$ cat config.mk
export PLATFORM = sky130hd
export DESIGN_NAME = rsc_ctrl
export DESIGN_NICKNAME = d
export VERILOG_FILES = /design/src/rsc_pkg.sv /design/src/rsc_sync.sv /design/src/rsc_tick.sv /design/src/rsc_ctrl.sv
export SDC_FILE = /design/constraint.sdc
export NUM_CORES = 1
export LEC_CHECK = 0
export BUFFER_PORTS_ARGS = -buffer_cell sky130_fd_sc_hd__buf_2
export CAP_MARGIN = 10
export CORE_MARGIN = 10
export CORE_UTILIZATION = 55
export CTS_CLUSTER_DIAMETER = 120
export DETAILED_ROUTE_END_ITERATION = 12
export GPL_ROUTABILITY_DRIVEN = 0
export PLACE_DENSITY = 0.77
export SETUP_SLACK_MARGIN = 0.3
export SLEW_MARGIN = 20
export SYNTH_ARGS = -nofsm -noshare
export SYNTH_HDL_FRONTEND = slang
export SYNTH_SLANG_ARGS = --single-unit
$ cat constraint.sdc
create_clock -name sys_clk -period 3.3 [get_ports sys_clk]
set_input_delay 0.165 -clock sys_clk [delete_from_list [all_inputs] [get_ports sys_clk]]
set_output_delay 0.165 -clock sys_clk [all_outputs]
set_load 0.02 [all_outputs]
$ cat src/rsc_pkg.sv
// Package with register offsets, codes, states and timing constants for registration control.
`default_nettype none
package rsc_pkg;
  // Register offsets in the numbered status register space.
  localparam logic [7:0] REG_TIMEOUT_OFS = 8'h0d;
  localparam logic [7:0] REG_FAIL_OFS = 8'h38;
  localparam logic [7:0] REG_NETSTAT_OFS = 8'h39;
  localparam logic [7:0] REG_PHASE_OFS = 8'h3e;
  localparam logic [7:0] REG_CAUSE_OFS = 8'h3f;
  localparam logic [7:0] REG_AVAIL_OFS = 8'h65;
  localparam logic [7:0] REG_RSSI_OFS = 8'h66;
  localparam logic [7:0] REG_PROGRESS_OFS = 8'h7e;
  // Values after reset.
  localparam logic [7:0] TIMEOUT_RST = 8'h3c;
  localparam logic [7:0] ZERO_RST = 8'h00;
  // Network status bit positions.
  localparam int NS_REGISTERED = 0;
  localparam int NS_CONNECTED = 2;
  localparam int NS_CONN_FAIL = 3;
  localparam int NS_CONN_LINKED = 4;
  localparam int NS_POWER_ON = 5;
  localparam int NS_IN_RANGE = 7;
  // Registration progress codes.
  localparam logic [7:0] PROG_INACTIVE = 8'h00;
  localparam logic [7:0] PROG_COMPLETE = 8'h05;
  // Local failure codes.
  localparam logic [7:0] FAIL_HOME_TIMEOUT = 8'hfa;
  localparam logic [7:0] FAIL_LINK_PARAM = 8'hfb;
  localparam logic [7:0] FAIL_LINK_VERSION = 8'hfc;
  localparam logic [7:0] FAIL_NO_ACCESS = 8'hfe;
  localparam logic [7:0] FAIL_NOT_REGISTERED = 8'hff;
  localparam logic [7:0] FAIL_REFUSE_MAX = 8'h07;
  // Timing: terminal-ready low time and one second, in cycles at 200 MHz.
  localparam int CLK_HZ = 200_000_000;
  localparam int TR_LOW_MS = 15;
  localparam int TR_LOW_CYC = (CLK_HZ / 1000) * TR_LOW_MS;
  localparam int SEC_CYC = CLK_HZ;
  // Escape option of the terminal-ready line.
  typedef enum logic [1:0] {
    RSC_IGNORE_TR = 2'd0,
    RSC_TR_ESCAPE = 2'd1,
    RSC_TR_ESCAPE_HANGUP = 2'd2
  } rsc_tr_mode_t;
  // Commands decoded by the host command parser.
  typedef enum logic [3:0] {
    RSC_CMD_NONE = 4'h0,
    RSC_CMD_DEREGISTER = 4'h1,
    RSC_CMD_MANUAL_REG = 4'h2,
    RSC_CMD_CONN_LINKED = 4'h3,
    RSC_CMD_CONN_LINKED_OFF = 4'h4,
    RSC_CMD_POWER_ON = 4'h5,
    RSC_CMD_POWER_ON_OFF = 4'h6,
    RSC_CMD_SET_TIMEOUT = 4'h7,
    RSC_CMD_QUERY = 4'h8,
    RSC_CMD_ONLINE = 4'h9,
    RSC_CMD_LINE_START = 4'ha,
    RSC_CMD_SAVE = 4'hb,
    RSC_CMD_RESTART = 4'hc,
    RSC_CMD_DIAL = 4'hd,
    RSC_CMD_HANGUP = 4'he
  } rsc_cmd_t;
  // Command from the host side.
  typedef struct packed {
    logic valid;
    rsc_cmd_t cmd;
    logic [7:0] addr;
    logic [7:0] data;
  } rsc_cmd_req_t;
  // Event and status inputs from the protocol engine.
  typedef struct packed {
    logic in_range;
    logic available;
    logic [7:0] rssi;
    logic [7:0] progress;
    logic reg_fail;
    logic [7:0] fail_code;
    logic reg_lost;
    logic connected;
    logic conn_fail;
    logic [7:0] fail_phase;
    logic [7:0] fail_cause;
  } rsc_net_t;
  // Registration engine states, Gray along idle-attempt-registered.
  typedef enum logic [1:0] {
    RSC_ST_IDLE = 2'b00,
    RSC_ST_ATTEMPT = 2'b01,
    RSC_ST_REGISTERED = 2'b11,
    RSC_ST_DEREG = 2'b10
  } rsc_state_t;
endpackage : rsc_pkg
`default_nettype wire

$ cat src/rsc_sync.sv
// Two-flop synchroniser for a pin input.
`default_nettype none
module rsc_sync (
  input wire logic sys_clk,
  input wire logic sys_rst,
  input wire logic din,
  output logic dout
);
  logic meta_r;
  // The first stage feeds only the second stage.
  always_ff @(posedge sys_clk) begin
    if (sys_rst) begin
      meta_r <= 1'b1;
      dout <= 1'b1;
    end else begin
      meta_r <= din;
      dout <= meta_r;
    end
  end
endmodule : rsc_sync
`default_nettype wire

$ cat src/rsc_tick.sv
// Seconds tick generator used by the registration timer.
`default_nettype none
module rsc_tick #(
  parameter int SEC_CYCLES = rsc_pkg::SEC_CYC
) (
  input wire logic sys_clk,
  input wire logic sys_rst,
  input wire logic restart,
  output logic tick
);
  logic [31:0] cnt_r;
  // Restart aligns the first second to the start of an attempt.
  always_ff @(posedge sys_clk) begin
    if (sys_rst || restart) begin
      cnt_r <= 32'h0000_0000;
      tick <= 1'b0;
    end else if (cnt_r == 32'(SEC_CYCLES - 1)) begin
      cnt_r <= 32'h0000_0000;
      tick <= 1'b1;
    end else begin
      cnt_r <= cnt_r + 32'h0000_0001;
      tick <= 1'b0;
    end
  end
endmodule : rsc_tick
`default_nettype wire

$ cat src/rsc_ctrl.sv
// Registration status and control block of the packet-data modem.
`default_nettype none
module rsc_ctrl #(
  parameter int SEC_CYCLES = rsc_pkg::SEC_CYC,
  parameter int TR_LOW_CYCLES = rsc_pkg::TR_LOW_CYC,
  parameter bit FLOW_CTRL_CFG = 1'b1
) (
  input wire logic sys_clk,
  input wire logic sys_rst,
  input wire logic terminal_ready_pin,
  input wire rsc_pkg::rsc_tr_mode_t tr_mode,
  input wire rsc_pkg::rsc_cmd_req_t cmd_req,
  output logic cmd_ready,
  output logic cmd_done,
  output logic cmd_error,
  output logic [7:0] rd_data,
  input wire rsc_pkg::rsc_net_t net,
  output logic reg_request,
  output logic dereg_request,
  output logic hangup_request,
  output logic online_mode,
  output logic autobaud_enable,
  output logic flow_ctrl_enable,
  output logic save_request,
  output logic [7:0] saved_netstat
);
  // Pin path and escape detection.
  logic tr_sync;
  logic [31:0] tr_low_cnt_r;
  logic tr_escape;
  logic tick;
  logic tick_restart;
  // Engine state and the timer register.
  rsc_pkg::rsc_state_t state_r;
  logic [7:0] timeout_r;
  // Status register copies.
  logic [7:0] fail_r;
  logic [7:0] phase_r;
  logic [7:0] cause_r;
  logic [7:0] avail_r;
  logic [7:0] rssi_r;
  logic [7:0] progress_r;
  // Network status bits.
  logic bit_registered_r;
  logic bit_linked_r;
  logic bit_power_on_r;
  logic bit_connected_r;
  logic bit_conn_fail_r;
  logic bit_in_range_r;
  logic power_on_suspended_r;
  logic manual_block_r;
  logic boot_pending_r;
  // Whole seconds in this attempt.
  logic [7:0] secs_r;
  // Shared strobes.
  logic cmd_take;
  logic attempt_start;
  logic attempt_expired;
  logic [7:0] netstat;

  // Terminal-ready pin crosses into the clock domain first.
  rsc_sync u_tr_sync (
    .sys_clk(sys_clk),
    .sys_rst(sys_rst),
    .din(terminal_ready_pin),
    .dout(tr_sync)
  );

  // Seconds base for the registration timer.
  // The timer resolves whole seconds only.
  rsc_tick #(
    .SEC_CYCLES(SEC_CYCLES)
  ) u_tick (
    .sys_clk(sys_clk),
    .sys_rst(sys_rst),
    .restart(tick_restart),
    .tick(tick)
  );

  // Count low time; escape only once the line stayed low long enough.
  always_ff @(posedge sys_clk) begin
    if (sys_rst) begin
      tr_low_cnt_r <= 32'h0000_0000;
    end else begin
      // Saturates, so a long low never escapes twice.
      if (tr_sync) begin
        tr_low_cnt_r <= 32'h0000_0000;
      end else if (tr_low_cnt_r != 32'hffff_ffff) begin
        tr_low_cnt_r <= tr_low_cnt_r + 32'h0000_0001;
      end
    end
  end
  // A short glitch below the minimum low time is not an escape.
  assign tr_escape = !tr_sync && (tr_low_cnt_r == 32'(TR_LOW_CYCLES - 1)) &&
                     (tr_mode != rsc_pkg::RSC_IGNORE_TR);

  // Online mode: entered by an accepted dial, online or line-start command.
  always_ff @(posedge sys_clk) begin
    if (sys_rst) begin
      online_mode <= 1'b0;
      hangup_request <= 1'b0;
    end else begin
      hangup_request <= 1'b0;
      if (tr_escape) begin
        online_mode <= 1'b0;
        hangup_request <= (tr_mode == rsc_pkg::RSC_TR_ESCAPE_HANGUP);
      end else if (cmd_take && (cmd_req.cmd == rsc_pkg::RSC_CMD_ONLINE ||
                   cmd_req.cmd == rsc_pkg::RSC_CMD_LINE_START ||
                   cmd_req.cmd == rsc_pkg::RSC_CMD_DIAL)) begin
        online_mode <= 1'b1;
      end
    end
  end
  // Both follow online mode at once.
  assign autobaud_enable = !online_mode;
  assign flow_ctrl_enable = online_mode && FLOW_CTRL_CFG;

  // Commands are refused in online mode and while manual registration runs.
  // Refused, not queued: the host retries.
  assign cmd_ready = !online_mode && !manual_block_r;
  assign cmd_take = cmd_req.valid && cmd_ready;

  // Network status value assembled from its bits.
  // Bits 1 and 6 have no source.
  always_comb begin
    netstat = 8'h00;
    netstat[rsc_pkg::NS_REGISTERED] = bit_registered_r;
    netstat[rsc_pkg::NS_CONNECTED] = bit_connected_r;
    netstat[rsc_pkg::NS_CONN_FAIL] = bit_conn_fail_r;
    netstat[rsc_pkg::NS_CONN_LINKED] = bit_linked_r;
    netstat[rsc_pkg::NS_POWER_ON] = bit_power_on_r;
    netstat[rsc_pkg::NS_IN_RANGE] = bit_in_range_r;
  end

  // Query answers and command completion are registered.
  always_ff @(posedge sys_clk) begin
    if (sys_rst) begin
      rd_data <= 8'h00;
      cmd_done <= 1'b0;
    end else begin
      // Manual registration is done as its block lifts, or at once when already registered.
      cmd_done <= (cmd_take && cmd_req.cmd != rsc_pkg::RSC_CMD_MANUAL_REG) ||
                  (cmd_take && bit_registered_r) ||
                  (manual_block_r && state_r == rsc_pkg::RSC_ST_ATTEMPT &&
                   (net.progress == rsc_pkg::PROG_COMPLETE || attempt_expired));
      // Unmapped offsets answer zero.
      if (cmd_take && cmd_req.cmd == rsc_pkg::RSC_CMD_QUERY) begin
        case (cmd_req.addr)
          rsc_pkg::REG_TIMEOUT_OFS: rd_data <= timeout_r;
          rsc_pkg::REG_FAIL_OFS: rd_data <= fail_r;
          rsc_pkg::REG_NETSTAT_OFS: rd_data <= netstat;
          rsc_pkg::REG_PHASE_OFS: rd_data <= phase_r;
          rsc_pkg::REG_CAUSE_OFS: rd_data <= cause_r;
          rsc_pkg::REG_AVAIL_OFS: rd_data <= avail_r;
          rsc_pkg::REG_RSSI_OFS: rd_data <= rssi_r;
          rsc_pkg::REG_PROGRESS_OFS: rd_data <= progress_r;
          default: rd_data <= 8'h00;
        endcase
      end
    end
  end

  // Timer register and enable bits written by commands.
  // Saving only hands a copy out.
  always_ff @(posedge sys_clk) begin
    if (sys_rst) begin
      timeout_r <= rsc_pkg::TIMEOUT_RST;
      bit_linked_r <= 1'b0;
      bit_power_on_r <= 1'b0;
      save_request <= 1'b0;
      saved_netstat <= 8'h00;
    end else begin
      save_request <= 1'b0;
      if (cmd_take) begin
        case (cmd_req.cmd)
          rsc_pkg::RSC_CMD_SET_TIMEOUT: timeout_r <= cmd_req.data;
          rsc_pkg::RSC_CMD_CONN_LINKED: bit_linked_r <= 1'b1;
          rsc_pkg::RSC_CMD_CONN_LINKED_OFF: bit_linked_r <= 1'b0;
          rsc_pkg::RSC_CMD_POWER_ON: bit_power_on_r <= 1'b1;
          rsc_pkg::RSC_CMD_POWER_ON_OFF: bit_power_on_r <= 1'b0;
          rsc_pkg::RSC_CMD_SAVE: begin
            save_request <= 1'b1;
            saved_netstat <= netstat;
          end
          default: ;
        endcase
      end
    end
  end

  // Status mirrors of the protocol engine; failure codes pass verbatim.
  always_ff @(posedge sys_clk) begin
    if (sys_rst) begin
      fail_r <= rsc_pkg::ZERO_RST;
      phase_r <= rsc_pkg::ZERO_RST;
      cause_r <= rsc_pkg::ZERO_RST;
      avail_r <= rsc_pkg::ZERO_RST;
      rssi_r <= rsc_pkg::ZERO_RST;
      progress_r <= rsc_pkg::PROG_INACTIVE;
      bit_in_range_r <= 1'b0;
      bit_connected_r <= 1'b0;
      bit_conn_fail_r <= 1'b0;
    end else begin
      bit_in_range_r <= net.in_range;
      avail_r <= {7'h00, net.available};
      rssi_r <= net.rssi;
      progress_r <= net.progress;
      bit_connected_r <= net.connected && !net.conn_fail;
      bit_conn_fail_r <= net.conn_fail;
      // Phase and cause move only with the pulse.
      if (net.conn_fail) begin
        phase_r <= net.fail_phase;
        cause_r <= net.fail_cause;
      end
      // A timeout outranks a refusal.
      if (attempt_expired) begin
        fail_r <= rsc_pkg::FAIL_HOME_TIMEOUT;
      end else if (cmd_take && cmd_req.cmd == rsc_pkg::RSC_CMD_DEREGISTER &&
                   !bit_registered_r) begin
        fail_r <= rsc_pkg::FAIL_NOT_REGISTERED;
      end else if (net.reg_fail) begin
        fail_r <= net.fail_code;
      end
    end
  end

  // Attempt starts: manual, power-up, loss with zero timer, or linked dial.
  assign attempt_start = (state_r != rsc_pkg::RSC_ST_ATTEMPT) && !bit_registered_r && (
      (cmd_take && cmd_req.cmd == rsc_pkg::RSC_CMD_MANUAL_REG) ||
      (boot_pending_r && net.available && bit_power_on_r && !power_on_suspended_r) ||
      (bit_power_on_r && !power_on_suspended_r && timeout_r == 8'h00 &&
       net.available && state_r == rsc_pkg::RSC_ST_IDLE && !boot_pending_r) ||
      (bit_linked_r && cmd_take && cmd_req.cmd == rsc_pkg::RSC_CMD_DIAL));
  // The first second is then a full one.
  assign tick_restart = attempt_start;
  // A zero timer never expires, so the attempt retries until success.
  assign attempt_expired = (state_r == rsc_pkg::RSC_ST_ATTEMPT) && (timeout_r != 8'h00) &&
                           tick && (secs_r + 8'h01 >= timeout_r);

  // Registration engine.
  always_ff @(posedge sys_clk) begin
    if (sys_rst) begin
      state_r <= rsc_pkg::RSC_ST_IDLE;
      secs_r <= 8'h00;
      bit_registered_r <= 1'b0;
      manual_block_r <= 1'b0;
      power_on_suspended_r <= 1'b0;
      boot_pending_r <= 1'b1;
      reg_request <= 1'b0;
      dereg_request <= 1'b0;
      cmd_error <= 1'b0;
    end else begin
      reg_request <= 1'b0;
      dereg_request <= 1'b0;
      cmd_error <= 1'b0;
      // Restart lifts the hold and rearms power-on.
      if (cmd_take && cmd_req.cmd == rsc_pkg::RSC_CMD_RESTART) begin
        power_on_suspended_r <= 1'b0;
        boot_pending_r <= 1'b1;
      end
      case (state_r)
        // Only idle starts an attempt.
        rsc_pkg::RSC_ST_IDLE: begin
          if (attempt_start) begin
            state_r <= rsc_pkg::RSC_ST_ATTEMPT;
            secs_r <= 8'h00;
            reg_request <= 1'b1;
            boot_pending_r <= 1'b0;
            manual_block_r <= cmd_take && cmd_req.cmd == rsc_pkg::RSC_CMD_MANUAL_REG;
          end
        end
        rsc_pkg::RSC_ST_ATTEMPT: begin
          if (tick) begin
            secs_r <= secs_r + 8'h01;
          end
          // Completion wins over expiry.
          if (net.progress == rsc_pkg::PROG_COMPLETE) begin
            state_r <= rsc_pkg::RSC_ST_REGISTERED;
            bit_registered_r <= 1'b1;
            manual_block_r <= 1'b0;
          end else if (attempt_expired) begin
            state_r <= rsc_pkg::RSC_ST_IDLE;
            manual_block_r <= 1'b0;
            cmd_error <= 1'b1;
          end else if (net.reg_fail && timeout_r == 8'h00) begin
            reg_request <= 1'b1;
          end
        end
        rsc_pkg::RSC_ST_REGISTERED: begin
          // A loss outranks a host command.
          if (net.reg_lost) begin
            state_r <= rsc_pkg::RSC_ST_IDLE;
            bit_registered_r <= 1'b0;
          end else if (cmd_take && (cmd_req.cmd == rsc_pkg::RSC_CMD_DEREGISTER ||
                       (bit_linked_r && cmd_req.cmd == rsc_pkg::RSC_CMD_HANGUP))) begin
            state_r <= rsc_pkg::RSC_ST_DEREG;
            dereg_request <= 1'b1;
          end
        end
        // The bit drops as the request leaves.
        rsc_pkg::RSC_ST_DEREG: begin
          state_r <= rsc_pkg::RSC_ST_IDLE;
          bit_registered_r <= 1'b0;
        end
        default: state_r <= rsc_pkg::RSC_ST_IDLE;
      endcase
      // Deregister works in any state and stops power-on retries.
      if (cmd_take && cmd_req.cmd == rsc_pkg::RSC_CMD_DEREGISTER) begin
        power_on_suspended_r <= 1'b1;
        if (state_r == rsc_pkg::RSC_ST_ATTEMPT) begin
          state_r <= rsc_pkg::RSC_ST_IDLE;
          dereg_request <= 1'b1;
        end
      end
    end
  end
endmodule : rsc_ctrl
`default_nettype wire

==> metrics.md <==
| Metric | Value |
|---|---|
| Status | `complete, no violations` |
| Compound-cell area share of the yosys netlist | `10.9%` |
| Fmax | `between 300 and 400 MHz` |
| Number of flops mapped to enable cells by yosys | `0` |
| Final number of setup-violating endpoints | `0` |
| Setup_tns | `0 ns` |
| Core ar. | `12700 um2` |
| Worst-path maximum fanout | `6` |
| Worst Tran Pin Value | `0.984 ns` |
| 1st-pass router iterations | `5` |
| Period minus WS final | `2.71 ns` |
| LEAKAGE | `3.47 nW` |
| Htree depth | `4` |
| Yosys cell types | `67` |
| Grt total ovfl | `0` |
| CTS root buffer | `clkbuf_16` |
| Num rows | `41` |
| Initial Utilization | `a little under three fifths` |
| Simple-gate area share of the yosys netlist | `25.9%` |
| Post-synthesis sequential area ratio | `about 44%` |
| Nets | `1012` |
| Top FF cell, synth | `dfxtp_1` |
| Fraction of layout instances using a drive strength above 1 | `approximately 15%` |
| Total Power | `4.06 mW` |
| CTS Hold Bufs | `34` |
| Cell breakdown of the critical path | `ha_1, and3_1, nand3_1, xnor2_1, ha_1, nand2_1, o21ai_0, o211a_1, nor2b_1, a21oi_1` |
| Final Max Slew Viols | `0` |
| CTS buffer count | `17` |
| Post-synthesis mux area share | `between 6 and 7%` |
| Hpwl dp | `12400 um` |
| Die footprint | `between 15000 and 20000 um2` |
| Synth Area in Adders | `1.92%` |
| Placement Setup Slack | `0.660 ns` |
| Layout Utilization | `68.4%` |
| Worst Hold Margin | `0.0127 ns` |
| Via count | `between 6000 and 7000` |
| Routed length per instance | `16.2 um` |
| Post-DP Area | `approximately 7800 um2` |
| CTS max path bufs | `2` |
| Largest cells by area after synthesis | `dfxtp_1 (44%), mux2i_1 (7.0%), nor2_1 (6.7%)` |
| Count leader, synth | `dfxtp_1` |
| I/O pins | `98` |
| Critical Path RT | `3.57 ns` |
| Global-route wire length before repair | `between 20000 and 30000 um` |
| Vias in the first global route | `roughly 6000` |
| Post-CTS Resized | `0` |
| Final worst setup slack | `0.589 ns` |
| Post-CTS Setup Inserts | `0` |
| Cells after synthesis | `between 800 and 900` |
| RSZ-0062 raised after global routing | `false` |
| Worst-skew pair later-pin latency | `0.42 ns` |
| Synth warn | `0` |
| Area Growth Syn to Fin | `20.9%` |
| Vias per std cell | `5.61` |
| Synthesized area | `7170 um2` |
| CP max stage cell | `nor2b_1` |
| Commonest cells in the synthesized netlist | `dfxtp_1 (156), nor2_1 (128), nand2_1 (55)` |
| Height of the chip | `134 um` |
| CP Capture Type | `flop` |
| Final std cells w/o fill | `around 1100` |
| Cells after DPL | `1047` |
| Max-cap violations | `0` |
| Top cell type's share of synthesized area | `43.6%` |
| Starting DRT DRC Count | `436` |
| Rel. slew slack | `33.9%` |
| Overall Global Routing Usage | `20.0%` |
| Remaining DRCs | `0` |
| Final period util | `82.2%` |
| Port bufs | `95` |
| Slowest Stage Delay on Critical Path | `0.44 ns` |
| CTS tree | `done` |
| Largest area contributor in the netlist | `dfxtp_1` |
| Power Dens Cells | `469 nW/um2` |
| Clk slew on worst S/H paths | `0.06 ns` |
| Xor and xnor fraction of the mapped netlist area | `7.45%` |
| DRT Wirelength | `~18000 um` |
| Horiz. Die Dim | `134 um` |
| Kind of critical path | `reg -> reg` |
| Synth Register Bits | `156` |
| Data arrival time of the critical path | `2.99 ns` |
| Worst setup SP type | `flop` |
| Final hold viol count | `0` |
| Most used cell, CP | `ha_1` |
| Main combinational cell family by area after synthesis | `simple AND/OR/NAND/NOR gates` |
| Worst ir drop on vdd | `397 uV` |
| Clk sink count | `about 160` |
| Async SR Flop Fraction | `0%` |
| Min-delay worst type | `in -> reg` |
| Setup Skew | `between 0.008 and 0.009 ns` |
| Initial antenna violation count | `3` |
| Number of routed nets with antenna violations | `0` |
| Pin count of the biggest net entering global routing | `38` |
| Final instance area | `8670 um2` |
| Syn avg cell area | `8.90 um2` |
report_power, final:
part | internal, mW | switching (mW)
sequential | 1.93 | 0.0256
combinational | 0.129 | 0.143
clock | 1.11 | 0.725
per-layer routing:
| metal | part of all wire, % | global-route usage [%] | up-vias |
|---|---|---|---|
| met4 | 2.3 | 8.16 | 2 |
| met3 | 6.0 | 5.64 | 32 |
| li1 | - | - | 3103 |
| met2 | 46 | 30.8 | 171 |
| met1 | 46 | 25.6 | 2940 |
| met5 | 0.039 | 0 | - |
cell usage in the layout (no fill, tap or decap), types with 4 or more instances in the layout:
cell type and n:
or3_1 9, nand3_1 39, dlygate4sd3_1 35, a211o_1 4, and3_1 11, clkbuf_16 17, nand4_1 23, or2_2 5
nor2b_1 25, nor4_1 11, xor2_1 40, o21ai_0 13, a211oi_1 8, nor2_1 128, clkbuf_1 4, inv_1 21
o21a_1 4, nand2_1 55, a22o_1 4, xnor2_1 21, and4_1 5, o22ai_1 9, mux2i_1 50, nand2b_1 7
buf_4 5, nor3_1 21, a21oi_1 25, o211a_1 7, dfxtp_1 156, clkbuf_8 4, ha_1 11, a22oi_1 9
buf_2 95
layout make-up:
class                           instances  area [um2]
Inverter                               21        78.8
Fill cell                            1007        4000
Tap cell                              172         215
Antenna cell                            1        2.50
Clock buffer                           25         495
Clock inverter                          6        61.3
Multi-Input combinational cell        598        3830
Sequential cell                       156        3120
Timing Repair Buffer                  135         863
worst paths after layout:
check                              start                        end  slack [ns]  depth (start not counted)
max               secs_r[0]$_SDFFE_PP0P_     fail_r[5]$_SDFFE_PP0P_        0.59                         10
min reg2reg  u_tr_sync.meta_r$_SDFF_PP1_  u_tr_sync.dout$_SDFF_PP1_        0.42                          1
min                              net[32]   progress_r[4]$_SDFF_PP0_        0.01                          2
max reg2reg       secs_r[0]$_SDFFE_PP0P_     fail_r[5]$_SDFFE_PP0P_        0.59                         10
kinds of logic (layout without fill, tap and decap cells):
kind of cell	count (synthesis)	after routing
flip-flops	156	156
buffers and inverters	53	187
adder cells (fa/ha/maj)	11	11
other	1	3
multiplexers	50	50
AND/OR/NAND/NOR	366	366
XOR/XNOR	61	61
AO/OA/AOI/OAI	108	108
critical path, delay by kind of cell, from the launching register on:
kind | cells | cell delay [ns]
flip-flops | 1 | 0.42
XOR/XNOR | 1 | 0.23
adder cells (fa/ha/maj) | 2 | 0.57
AND/OR/NAND/NOR | 4 | 0.83
AO/OA/AOI/OAI | 3 | 0.53
flip-flops by register name (all words and copies together), names as in the netlist, 2 cells and up:
| name | cells |
|---|---|
| saved_netstat | 6 |
| state_r | 2 |
| rssi_r | 8 |
| cause_r | 8 |
| secs_r | 8 |
| u_tick.cnt_r | 32 |
| phase_r | 8 |
| tr_low_cnt_r | 32 |
| rd_data | 8 |
| fail_r | 8 |
| timeout_r | 8 |
| progress_r | 8 |
Power figures use the tool's default switching activity.
